<file path="config.mk">
export PLATFORM = sky130hd
export DESIGN_NAME = gisc_top
export DESIGN_NICKNAME = d
export VERILOG_FILES = /design/src/inc/gisc_pkg.sv /design/src/inc/gisc_mio_if.sv /design/src/hdl/gisc_top.sv /design/src/hdl/gisc_mio.sv
export SDC_FILE = /design/constraint.sdc
export NUM_CORES = 1
export LEC_CHECK = 0
export ABC_AREA = 1
export ABC_CLOCK_PERIOD_IN_PS = 1300
export BUFFER_PORTS_ARGS = -buffer_cell sky130_fd_sc_hd__buf_4
export CORE_MARGIN = 3
export CORE_UTILIZATION = 45
export DETAILED_ROUTE_END_ITERATION = 7
export PLACE_DENSITY = 0.89
export REMOVE_ABC_BUFFERS = 1
export SLEW_MARGIN = 25
export SYNTH_ARGS = -nofsm -noshare
export SYNTH_HDL_FRONTEND = slang
export SYNTH_HIERARCHICAL = 1
export SYNTH_SLANG_ARGS = --single-unit
</file>
<file path="constraint.sdc">
create_clock -name mclk -period 1.3 [get_ports mclk]
set_input_delay 0.065 -clock mclk [delete_from_list [all_inputs] [get_ports mclk]]
set_output_delay 0.065 -clock mclk [all_outputs]
set_load 0.05 [all_outputs]
</file>
<file path="src/inc/gisc_pkg.sv">
package gisc_pkg;

   // ==========================================
   // Register map
   localparam logic [7:0] OFS_MIC = 8'h04;
   localparam logic [7:0] OFS_UMR = 8'h08;
   localparam logic [7:0] OFS_GIS = 8'h0c;

   // ==========================================
   // Status and control bit positions
   localparam int GIS_MULTI_PURPOSE_PIN_0_ST = 2;
   localparam int GIS_MULTI_PURPOSE_PIN_1_ST = 3;
   localparam int GIS_MULTI_PURPOSE_PIN_0_IE = 18;
   localparam int GIS_MULTI_PURPOSE_PIN_1_IE = 19;
   localparam int GIS_PD_ST = 20;
   localparam int GIS_PD_IE = 21;
   localparam int GIS_UART_ST = 22;
   localparam int GIS_UART_IE = 23;
   localparam int GIS_UART_PME = 24;
   localparam int GIS_UART_PDF = 25;
   localparam int UMR_RFL_LSB = 0;
   localparam int UMR_TFL_LSB = 8;
   localparam int UMR_ISR_LSB = 16;
   localparam int UMR_GOOD = 27;

   // ==========================================
   // Values after reset
   localparam logic GIS_MIO_IE_RST = 1'b1;
   localparam logic GIS_PD_IE_RST = 1'b0;
   localparam logic GIS_UART_IE_RST = 1'b1;
   localparam logic GIS_UART_PME_RST = 1'b0;
   localparam logic GIS_UART_PDF_RST = 1'b0;
   localparam logic [7:0] MIC_RST = 8'h00;
   localparam logic [5:0] UMR_ISR_RST = 6'h01;
   localparam logic UMR_GOOD_RST = 1'b1;

   // ==========================================
   // Pin configuration codes
   localparam logic [1:0] CFG_IN = 2'h0;
   localparam logic [1:0] CFG_INV = 2'h1;
   localparam logic [1:0] CFG_OUT0 = 2'h2;
   localparam logic [1:0] CFG_OUT1 = 2'h3;

   typedef enum logic {ST_IDLE, ST_ACK} gisc_apb_st_t;

   function automatic logic cfg_is_out(input logic [1:0] cfg);
      cfg_is_out = (cfg == CFG_OUT0) || (cfg == CFG_OUT1);
   endfunction : cfg_is_out

   // Inversion only applies to an input pin
   function automatic logic cfg_state(input logic pin, input logic [1:0] cfg);
      cfg_state = pin ^ (cfg == CFG_INV);
   endfunction : cfg_state

endpackage : gisc_pkg

</file>
<file path="src/inc/gisc_mio_if.sv">
`timescale 1ns/10ps
interface gisc_mio_if #(parameter int N = 2);
   logic [2*N-1:0] cfg;
   logic [N-1:0] pin_i;
   logic [N-1:0] state;
   logic [N-1:0] drv;
   logic [N-1:0] oe_n;
   modport ctl (output cfg, output pin_i, input state, input drv, input oe_n);
   modport pins (input cfg, input pin_i, output state, output drv, output oe_n);
endinterface : gisc_mio_if

</file>
<file path="src/hdl/gisc_top.sv">
`timescale 1ns/10ps
module gisc_top (
   // Clock and reset
   input wire logic mclk,
   input wire logic rst_n,
   input wire logic clk_en,

   // APB slave
   input wire logic [7:0] paddr,
   input wire logic psel,
   input wire logic penable,
   input wire logic pwrite,
   input wire logic [31:0] pwdata,
   output logic [31:0] prdata,
   output logic pready,
   output logic pslverr,

   // Serial EEPROM preset
   input wire logic ee_load,
   input wire logic [31:0] ee_gis_data,
   input wire logic [7:0] ee_mic_data,

   // Multi-purpose pins
   input wire logic [1:0] mio_i,
   output logic [1:0] mio_o,
   output logic [1:0] mio_oe_n,

   // Internal UART status
   input wire logic [7:0] uart_rx_level,
   input wire logic [7:0] uart_tx_level,
   input wire logic [5:0] uart_isr_code,
   input wire logic uart_good_data,
   input wire logic uart_wake,

   // Power management
   input wire logic pd_valid,
   output logic pme_set,
   output logic uart_pd_filter_en,

   // Host interrupt
   output logic int_n
);

   // ==========================================
   // State
   gisc_pkg::gisc_apb_st_t st_q;
   gisc_pkg::gisc_apb_st_t st_d;
   logic [31:0] prdata_q;
   logic pslverr_q;
   logic [7:0] mic_q;
   logic [7:0] mic_d;
   logic multi_purpose_pin_0_ie_q;
   logic multi_purpose_pin_0_ie_d;
   logic multi_purpose_pin_1_ie_q;
   logic multi_purpose_pin_1_ie_d;
   logic pd_st_q;
   logic pd_st_d;
   logic pd_ie_q;
   logic pd_ie_d;
   logic uart_ie_q;
   logic uart_ie_d;
   logic uart_pme_q;
   logic uart_pme_d;
   logic uart_pdf_q;
   logic uart_pdf_d;
   logic [7:0] rfl_q;
   logic [7:0] tfl_q;
   logic [5:0] isr_q;
   logic good_q;
   logic pme_q;
   logic int_n_q;

   // ==========================================
   // Pin logic
   gisc_mio_if #(.N(2)) mio_bus ();

   assign mio_bus.cfg = mic_q[3:0];
   assign mio_bus.pin_i = mio_i;

   gisc_mio #(.N(2)) u_mio (
      .mclk(mclk),
      .rst_n(rst_n),
      .clk_en(clk_en),
      .m(mio_bus.pins)
   );

   // ==========================================
   // Bus decode
   wire hit_mic = (paddr == gisc_pkg::OFS_MIC);
   wire hit_umr = (paddr == gisc_pkg::OFS_UMR);
   wire hit_gis = (paddr == gisc_pkg::OFS_GIS);
   wire hit_any = hit_mic | hit_umr | hit_gis;
   wire access = psel & penable;
   // Transfer completes on the edge that sees pready high
   wire done = access & (st_q == gisc_pkg::ST_ACK);
   wire wr_done = done & pwrite;
   wire wr_mic = wr_done & hit_mic;
   wire wr_gis = wr_done & hit_gis;
   // Clear only what the host actually saw, so a late set survives
   wire pd_clr = done & ~pwrite & hit_gis & prdata_q[gisc_pkg::GIS_PD_ST];

   // ==========================================
   // Interrupt sources
   wire uart_irq = ~isr_q[0];
   wire multi_purpose_pin_0_irq = mio_bus.state[0] & multi_purpose_pin_0_ie_q;
   wire multi_purpose_pin_1_irq = mio_bus.state[1] & multi_purpose_pin_1_ie_q;
   wire pd_irq = pd_st_q & pd_ie_q;
   wire any_irq = multi_purpose_pin_0_irq | multi_purpose_pin_1_irq | (uart_irq & uart_ie_q) | pd_irq;

   // ==========================================
   // Read data
   wire [31:0] gis_rd = {
      6'h00,
      uart_pdf_q,
      uart_pme_q,
      uart_ie_q,
      uart_irq,
      pd_ie_q,
      pd_st_q,
      multi_purpose_pin_1_ie_q,
      multi_purpose_pin_0_ie_q,
      14'h0000,
      mio_bus.state[1],
      mio_bus.state[0],
      2'h0
   };
   wire [31:0] umr_rd = {
      4'h0,
      good_q,
      5'h00,
      isr_q,
      tfl_q,
      rfl_q
   };
   wire [31:0] mic_rd = {24'h000000, mic_q};
   wire [31:0] rd_mux = hit_gis ? gis_rd :
                        hit_umr ? umr_rd :
                        hit_mic ? mic_rd : 32'h00000000;

   // ==========================================
   // Next state
   always_comb begin
      st_d = st_q;
      case (st_q)
         gisc_pkg::ST_IDLE: begin
            if (access) begin
               st_d = gisc_pkg::ST_ACK;
            end
         end
         gisc_pkg::ST_ACK: begin
            st_d = gisc_pkg::ST_IDLE;
         end
         default: begin
            st_d = gisc_pkg::ST_IDLE;
         end
      endcase
   end

   always_comb begin
      mic_d = mic_q;
      multi_purpose_pin_0_ie_d = multi_purpose_pin_0_ie_q;
      multi_purpose_pin_1_ie_d = multi_purpose_pin_1_ie_q;
      pd_ie_d = pd_ie_q;
      uart_ie_d = uart_ie_q;
      uart_pme_d = uart_pme_q;
      uart_pdf_d = uart_pdf_q;
      if (ee_load) begin
         // Loader presets the writable fields
         mic_d = ee_mic_data;
         multi_purpose_pin_0_ie_d = ee_gis_data[gisc_pkg::GIS_MULTI_PURPOSE_PIN_0_IE];
         multi_purpose_pin_1_ie_d = ee_gis_data[gisc_pkg::GIS_MULTI_PURPOSE_PIN_1_IE];
         pd_ie_d = ee_gis_data[gisc_pkg::GIS_PD_IE];
         uart_ie_d = ee_gis_data[gisc_pkg::GIS_UART_IE];
         uart_pme_d = ee_gis_data[gisc_pkg::GIS_UART_PME];
         uart_pdf_d = ee_gis_data[gisc_pkg::GIS_UART_PDF];
      end else if (wr_mic) begin
         mic_d = pwdata[7:0];
      end else if (wr_gis) begin
         // Only enable bits take writes
         multi_purpose_pin_0_ie_d = pwdata[gisc_pkg::GIS_MULTI_PURPOSE_PIN_0_IE];
         multi_purpose_pin_1_ie_d = pwdata[gisc_pkg::GIS_MULTI_PURPOSE_PIN_1_IE];
         pd_ie_d = pwdata[gisc_pkg::GIS_PD_IE];
         uart_ie_d = pwdata[gisc_pkg::GIS_UART_IE];
         uart_pme_d = pwdata[gisc_pkg::GIS_UART_PME];
         uart_pdf_d = pwdata[gisc_pkg::GIS_UART_PDF];
      end
   end

   // Set wins over the read clear
   assign pd_st_d = pd_valid | (pd_st_q & ~pd_clr);

   // ==========================================
   // Bus registers
   always_ff @(posedge mclk or negedge rst_n) begin
      if (!rst_n) begin
         st_q <= gisc_pkg::ST_IDLE;
         prdata_q <= 32'h00000000;
         pslverr_q <= 1'b0;
      end else if (clk_en) begin
         st_q <= st_d;
         if (access && st_q == gisc_pkg::ST_IDLE) begin
            prdata_q <= pwrite ? 32'h00000000 : rd_mux;
            pslverr_q <= ~hit_any;
         end else if (done) begin
            prdata_q <= 32'h00000000;
            pslverr_q <= 1'b0;
         end
      end
   end

   // ==========================================
   // Control registers
   always_ff @(posedge mclk or negedge rst_n) begin
      if (!rst_n) begin
         mic_q <= gisc_pkg::MIC_RST;
         multi_purpose_pin_0_ie_q <= gisc_pkg::GIS_MIO_IE_RST;
         multi_purpose_pin_1_ie_q <= gisc_pkg::GIS_MIO_IE_RST;
         pd_st_q <= 1'b0;
         pd_ie_q <= gisc_pkg::GIS_PD_IE_RST;
         uart_ie_q <= gisc_pkg::GIS_UART_IE_RST;
         uart_pme_q <= gisc_pkg::GIS_UART_PME_RST;
         uart_pdf_q <= gisc_pkg::GIS_UART_PDF_RST;
      end else if (clk_en) begin
         mic_q <= mic_d;
         multi_purpose_pin_0_ie_q <= multi_purpose_pin_0_ie_d;
         multi_purpose_pin_1_ie_q <= multi_purpose_pin_1_ie_d;
         pd_st_q <= pd_st_d;
         pd_ie_q <= pd_ie_d;
         uart_ie_q <= uart_ie_d;
         uart_pme_q <= uart_pme_d;
         uart_pdf_q <= uart_pdf_d;
      end
   end

   // ==========================================
   // UART mirror
   // No pending source until the UART itself reports one
   always_ff @(posedge mclk or negedge rst_n) begin
      if (!rst_n) begin
         rfl_q <= 8'h00;
         tfl_q <= 8'h00;
         isr_q <= gisc_pkg::UMR_ISR_RST;
         good_q <= gisc_pkg::UMR_GOOD_RST;
      end else if (clk_en) begin
         rfl_q <= uart_rx_level;
         tfl_q <= uart_tx_level;
         isr_q <= uart_isr_code;
         good_q <= uart_good_data;
      end
   end

   // ==========================================
   // Outputs
   always_ff @(posedge mclk or negedge rst_n) begin
      if (!rst_n) begin
         pme_q <= 1'b0;
         int_n_q <= 1'b1;
      end else if (clk_en) begin
         pme_q <= uart_wake & uart_pme_q;
         int_n_q <= ~any_irq;
      end
   end

   assign prdata = prdata_q;
   assign pready = (st_q == gisc_pkg::ST_ACK);
   assign pslverr = pslverr_q & (st_q == gisc_pkg::ST_ACK);
   assign mio_o = mio_bus.drv;
   assign mio_oe_n = mio_bus.oe_n;
   assign pme_set = pme_q;
   assign uart_pd_filter_en = uart_pdf_q;
   assign int_n = int_n_q;

endmodule : gisc_top

</file>
<file path="src/hdl/gisc_mio.sv">
`timescale 1ns/10ps
module gisc_mio #(
   parameter int N = 2
) (
   // Clock and reset
   input wire logic mclk,
   input wire logic rst_n,
   input wire logic clk_en,
   // Pin group
   gisc_mio_if.pins m
);

   genvar i;
   generate
      for (i = 0; i < N; i++) begin : g_pin
         wire [1:0] cfg = m.cfg[2*i+1:2*i];

         assign m.state[i] = gisc_pkg::cfg_state(m.pin_i[i], cfg);

         always_ff @(posedge mclk or negedge rst_n) begin
            if (!rst_n) begin
               m.drv[i] <= 1'b0;
               m.oe_n[i] <= 1'b1;
            end else if (clk_en) begin
               m.drv[i] <= cfg[0];
               m.oe_n[i] <= !gisc_pkg::cfg_is_out(cfg);
            end
         end
      end
   endgenerate

endmodule : gisc_mio

</file>
==> impl_results.rst <==
.. list-table::
   :header-rows: 1

   * - Metric
     - Value
   * - Run status
     - complete, no violations
   * - Synthesized area per cell
     - 8.00 sq um
   * - Worst Reg-to-Reg Cells
     - 7
   * - H-tree depth
     - 3
   * - Seq/Total Area, Yosys
     - ~53%
   * - WP data arrival
     - 1580 ps
   * - Power after layout
     - roughly 5 mW
   * - Number of optimization iterations in the first detailed-route pass
     - 4
   * - Setup Total Neg Slack
     - 0 ps
   * - Distinct cell type count after synthesis
     - 25
   * - Root buf cell
     - sky130_fd_sc_hd__clkbuf_8
   * - Sw Ratio
     - roughly 30%
   * - Cell area after technology mapping
     - 3440 sq um
   * - Switching pwr
     - 1.53 mW
   * - Chip width
     - 93.4 um
   * - Critical path launch point
     - pready
   * - Top achievable clock speed
     - between 700 and 800 MHz
   * - Register-to-register setup slack
     - 8 ps
   * - Sequential Power Share
     - 50.0%
   * - Initial DRC count
     - 140
   * - Commonest register cell after synthesis
     - sky130_fd_sc_hd__dfrtp_1
   * - Worst Path Max Fanout
     - 5
   * - TritonCTS clock tree
     - done
   * - Starting Density
     - 46.9%
   * - Total CTS buffers
     - 9
   * - Number of nets in the final layout
     - 692
   * - Utilization of the core after routing
     - 67.9%
   * - Final worst clock skew
     - 9.66 ps
   * - Clock period minus final worst setup slack
     - around 1300 ps
   * - Final setup violation count
     - 0
   * - Power density normalized to cell area
     - a little over 1000 nW/um^2
   * - Number of top-level pins
     - around 160
   * - Via count of the first global-routing pass
     - 3319
   * - Core ar.
     - 7330 sq um
   * - Growth of design area from synthesis to finish
     - 44.8%
   * - Reg2reg start
     - pready
   * - Overall routed net length
     - between 9 and 10 mm
   * - Leakage
     - 2.71 nW
   * - Clock network fraction of total power
     - 31.5%
   * - Setup repair after global routing missed its margin
     - true
   * - Worst-skew pair later-pin latency
     - 350 ps
   * - GRT Resource Usage Total
     - 22.4%
   * - Drt wl/cell
     - about 13 um
   * - First-pass GRT wire length
     - 15.2 mm
   * - Clock sinks
     - between 70 and 80
   * - Residual DRC count
     - 0
   * - Endpoint of the lowest-slack register-to-register path
     - prdata[14]
   * - Number of standard cells after synthesis
     - 430
   * - Routability cong.
     - 0.788
   * - Antenna cells
     - 0
   * - Max VDD drop
     - about 0.0005 V
   * - Smallest hold slack
     - 40.2 ps
   * - Max capacitance violation total
     - 0
   * - Share of the clock period used by the worst path
     - 99.3%
   * - Total internal power
     - 3.59 mW
   * - Number of antenna violations at the first check in global routing
     - 0
   * - Site Rows
     - 31
   * - Total grt overflow
     - 0
   * - Flop and latch count out of synthesis
     - between 70 and 80
   * - Worst setup EP type
     - register
   * - Type of the tightest min-delay check
     - input pin to register
   * - Reg clk slew, reported paths
     - 80 ps
   * - Final hold viol count
     - 0
   * - Worst Path Class, Setup
     - register to register
   * - Count of flip-flops with a built-in enable after synthesis
     - 0
   * - Via Count
     - about 3300
   * - Floorplan die height
     - 93.4 um
   * - Port buffer count
     - 105
   * - Endpoint of the worst setup timing path
     - prdata[14]
   * - Die area
     - about 8700 sq um
   * - Fraction of registers with async set/reset
     - 100%
   * - Yosys warnings
     - 6
   * - Largest net degree at the start of global routing
     - 35
   * - Worst Setup Start Kind
     - register
   * - ANT nets after route
     - 0
   * - Layout cell share with drive strength beyond 1
     - 31.9%
   * - Required time at the endpoint of the critical path
     - 1590 ps
   * - Bufs on Longest Clock Path
     - 2
   * - DPL Wire Length
     - about 6.6 mm
   * - Via-per-instance ratio
     - 4.81
   * - Proportion of power drawn by combinational gates
     - 18.6%
   * - Slew Viols, Final
     - 0
==> flip-flops by register name, indices dropped and copies added, names as in the netlist <==
| name | flops |
|---|---|
| good_q | 1 |
| u_mio/m.drv | 2 |
| multi_purpose_pin_1_ie_q | 1 |
| u_mio/m.oe_n | 2 |
| uart_pd_filter_en | 1 |
| rfl_q | 8 |
| multi_purpose_pin_0_ie_q | 1 |
| prdata | 27 |
| pd_st_q | 1 |
| uart_ie_q | 1 |
| pd_ie_q | 1 |
| int_n | 1 |
| isr_q | 6 |
| pready | 1 |
| tfl_q | 8 |
| mic_q | 8 |
| uart_pme_q | 1 |
| pslverr_q | 1 |
| pme_set | 1 |
==> cells by family (layout without fill, tap and decap cells) <==
family                 after synthesis  in the layout  share of synthesized area [%]
buffers and inverters               57            206                           7.50
AOI/OAI and AO/OA                   31             31                           5.71
and+or+nand+nor                    268            268                           33.3
other                                1              5                          0.109
DFF                                 73             73                           53.4
==> cell usage after synthesis, types with 3 or more instances <==
cell type | number | area share [%]
sky130_fd_sc_hd__nor2_1 | 9 | 0.98
sky130_fd_sc_hd__inv_1 | 33 | 3.6
sky130_fd_sc_hd__dfrtp_1 | 65 | 47
sky130_fd_sc_hd__clkbuf_1 | 7 | 0.76
sky130_fd_sc_hd__inv_2 | 3 | 0.33
sky130_fd_sc_hd__o21ai_0 | 14 | 2.0
sky130_fd_sc_hd__nor2_4 | 3 | 0.98
sky130_fd_sc_hd__o21ai_1 | 4 | 0.58
sky130_fd_sc_hd__dfstp_2 | 8 | 6.1
sky130_fd_sc_hd__buf_4 | 6 | 1.3
sky130_fd_sc_hd__o21ai_2 | 10 | 2.5
sky130_fd_sc_hd__nand3_1 | 50 | 7.3
sky130_fd_sc_hd__nand2_1 | 195 | 21
sky130_fd_sc_hd__buf_2 | 5 | 0.73
sky130_fd_sc_hd__nand2_2 | 4 | 0.73
==> worst max-delay path, stage by stage (launching register included) <==
cell	delay (ps)
sky130_fd_sc_hd__dfrtp_1	420
sky130_fd_sc_hd__buf_4	170
sky130_fd_sc_hd__nor2_4	110
sky130_fd_sc_hd__nand2_4	100
sky130_fd_sc_hd__inv_4	80
sky130_fd_sc_hd__nand2_4	70
sky130_fd_sc_hd__clkbuf_16	180
sky130_fd_sc_hd__o21ai_2	100
==> layout by cell type (no fill, tap or decap) <==
| master | n |
|---|---|
| sky130_fd_sc_hd__nand2_1 | 192 |
| sky130_fd_sc_hd__nand2_2 | 3 |
| sky130_fd_sc_hd__dfrtp_1 | 65 |
| sky130_fd_sc_hd__buf_12 | 3 |
| sky130_fd_sc_hd__inv_2 | 3 |
| sky130_fd_sc_hd__o21ai_1 | 3 |
| sky130_fd_sc_hd__nor3_2 | 1 |
| sky130_fd_sc_hd__buf_4 | 120 |
| sky130_fd_sc_hd__nand4_1 | 1 |
| sky130_fd_sc_hd__buf_6 | 3 |
| sky130_fd_sc_hd__clkinv_1 | 1 |
| sky130_fd_sc_hd__inv_1 | 32 |
| sky130_fd_sc_hd__nand3_4 | 1 |
| sky130_fd_sc_hd__clkbuf_16 | 1 |
| sky130_fd_sc_hd__a21oi_1 | 2 |
| sky130_fd_sc_hd__clkinv_2 | 1 |
| sky130_fd_sc_hd__nand2_4 | 6 |
| sky130_fd_sc_hd__nand3_2 | 2 |
| sky130_fd_sc_hd__clkbuf_8 | 10 |
| sky130_fd_sc_hd__o21ai_0 | 13 |
| sky130_fd_sc_hd__nor2_2 | 1 |
| sky130_fd_sc_hd__conb_1 | 5 |
| sky130_fd_sc_hd__inv_4 | 1 |
| sky130_fd_sc_hd__nor2_1 | 8 |
| sky130_fd_sc_hd__o21ai_2 | 12 |
| sky130_fd_sc_hd__o2111ai_1 | 1 |
| sky130_fd_sc_hd__dfstp_2 | 8 |
| sky130_fd_sc_hd__nor2_4 | 5 |
| sky130_fd_sc_hd__clkinv_4 | 1 |
| sky130_fd_sc_hd__dlygate4sd3_1 | 26 |
| sky130_fd_sc_hd__nand3_1 | 48 |
| sky130_fd_sc_hd__clkinvlp_4 | 4 |
==> per-layer routing <==
layer | vias up | GRT usage [%] | wire length [um]
met4 | 0 | 9.65 | 209
met3 | 19 | 4.51 | 611
met5 | - | 0 | 0
met1 | 1530 | 27.4 | 3820
li1 | 1627 | - | -
met2 | 104 | 38.2 | 4560
==> final cells by class <==
class | count | area [sq um]
tap | 99 | 124
sequential | 73 | 1840
clock buffer | 10 | 138
multi-input combinational | 304 | 1420
clock inverter | 6 | 43.8
fill | 574 | 2350
timing repair buffer | 153 | 1280
inverter | 37 | 141
==> worst min path at each step <==
stage | slack (ps) | cells after the start | start | to
after floorplan | -230 | 0 | rst_n | isr_q[1]
after global placement | 20 | 1 | rst_n | tfl_q[4]
after detailed placement | 30 | 1 | rst_n | prdata[22]
after CTS | 20 | 5 | pwdata[18] | multi_purpose_pin_0_ie_q
after global routing | 50 | 5 | pwdata[18] | multi_purpose_pin_0_ie_q
final | 40 | 5 | pwdata[18] | multi_purpose_pin_0_ie_q
==> metrics by stage <==
step,worst slack [ps],instance area [sq um],std cells
after floorplan,-317,3330,414
after CTS,14.7,4880,680
final,8.50,4980,682
after global routing,-59.2,4980,682
after global placement,55.8,4430,638
after detailed placement,7.47,4430,638
==> power by group through the flow <==
stage	Clock, mW	Sequential, mW	Combinational [mW]
after floorplan	0	2.70	0.316
after global placement	0	2.59	0.842
after detailed placement	0	2.60	0.872
after CTS	1.64	2.56	0.938
after global routing	1.74	2.58	1.05
final	1.61	2.56	0.951
==> timing repair <==
action                                  CTS  global route
pin swaps                                 0             4
endpoints found under the setup margin    1            37
gates cloned                              0             1
resized for setup                         1            19
hold buffers                             26             0
buffers inserted                          0             1
hold endpoints to repair                 81             0
Note: power is estimated with default switching activity, not from simulation.
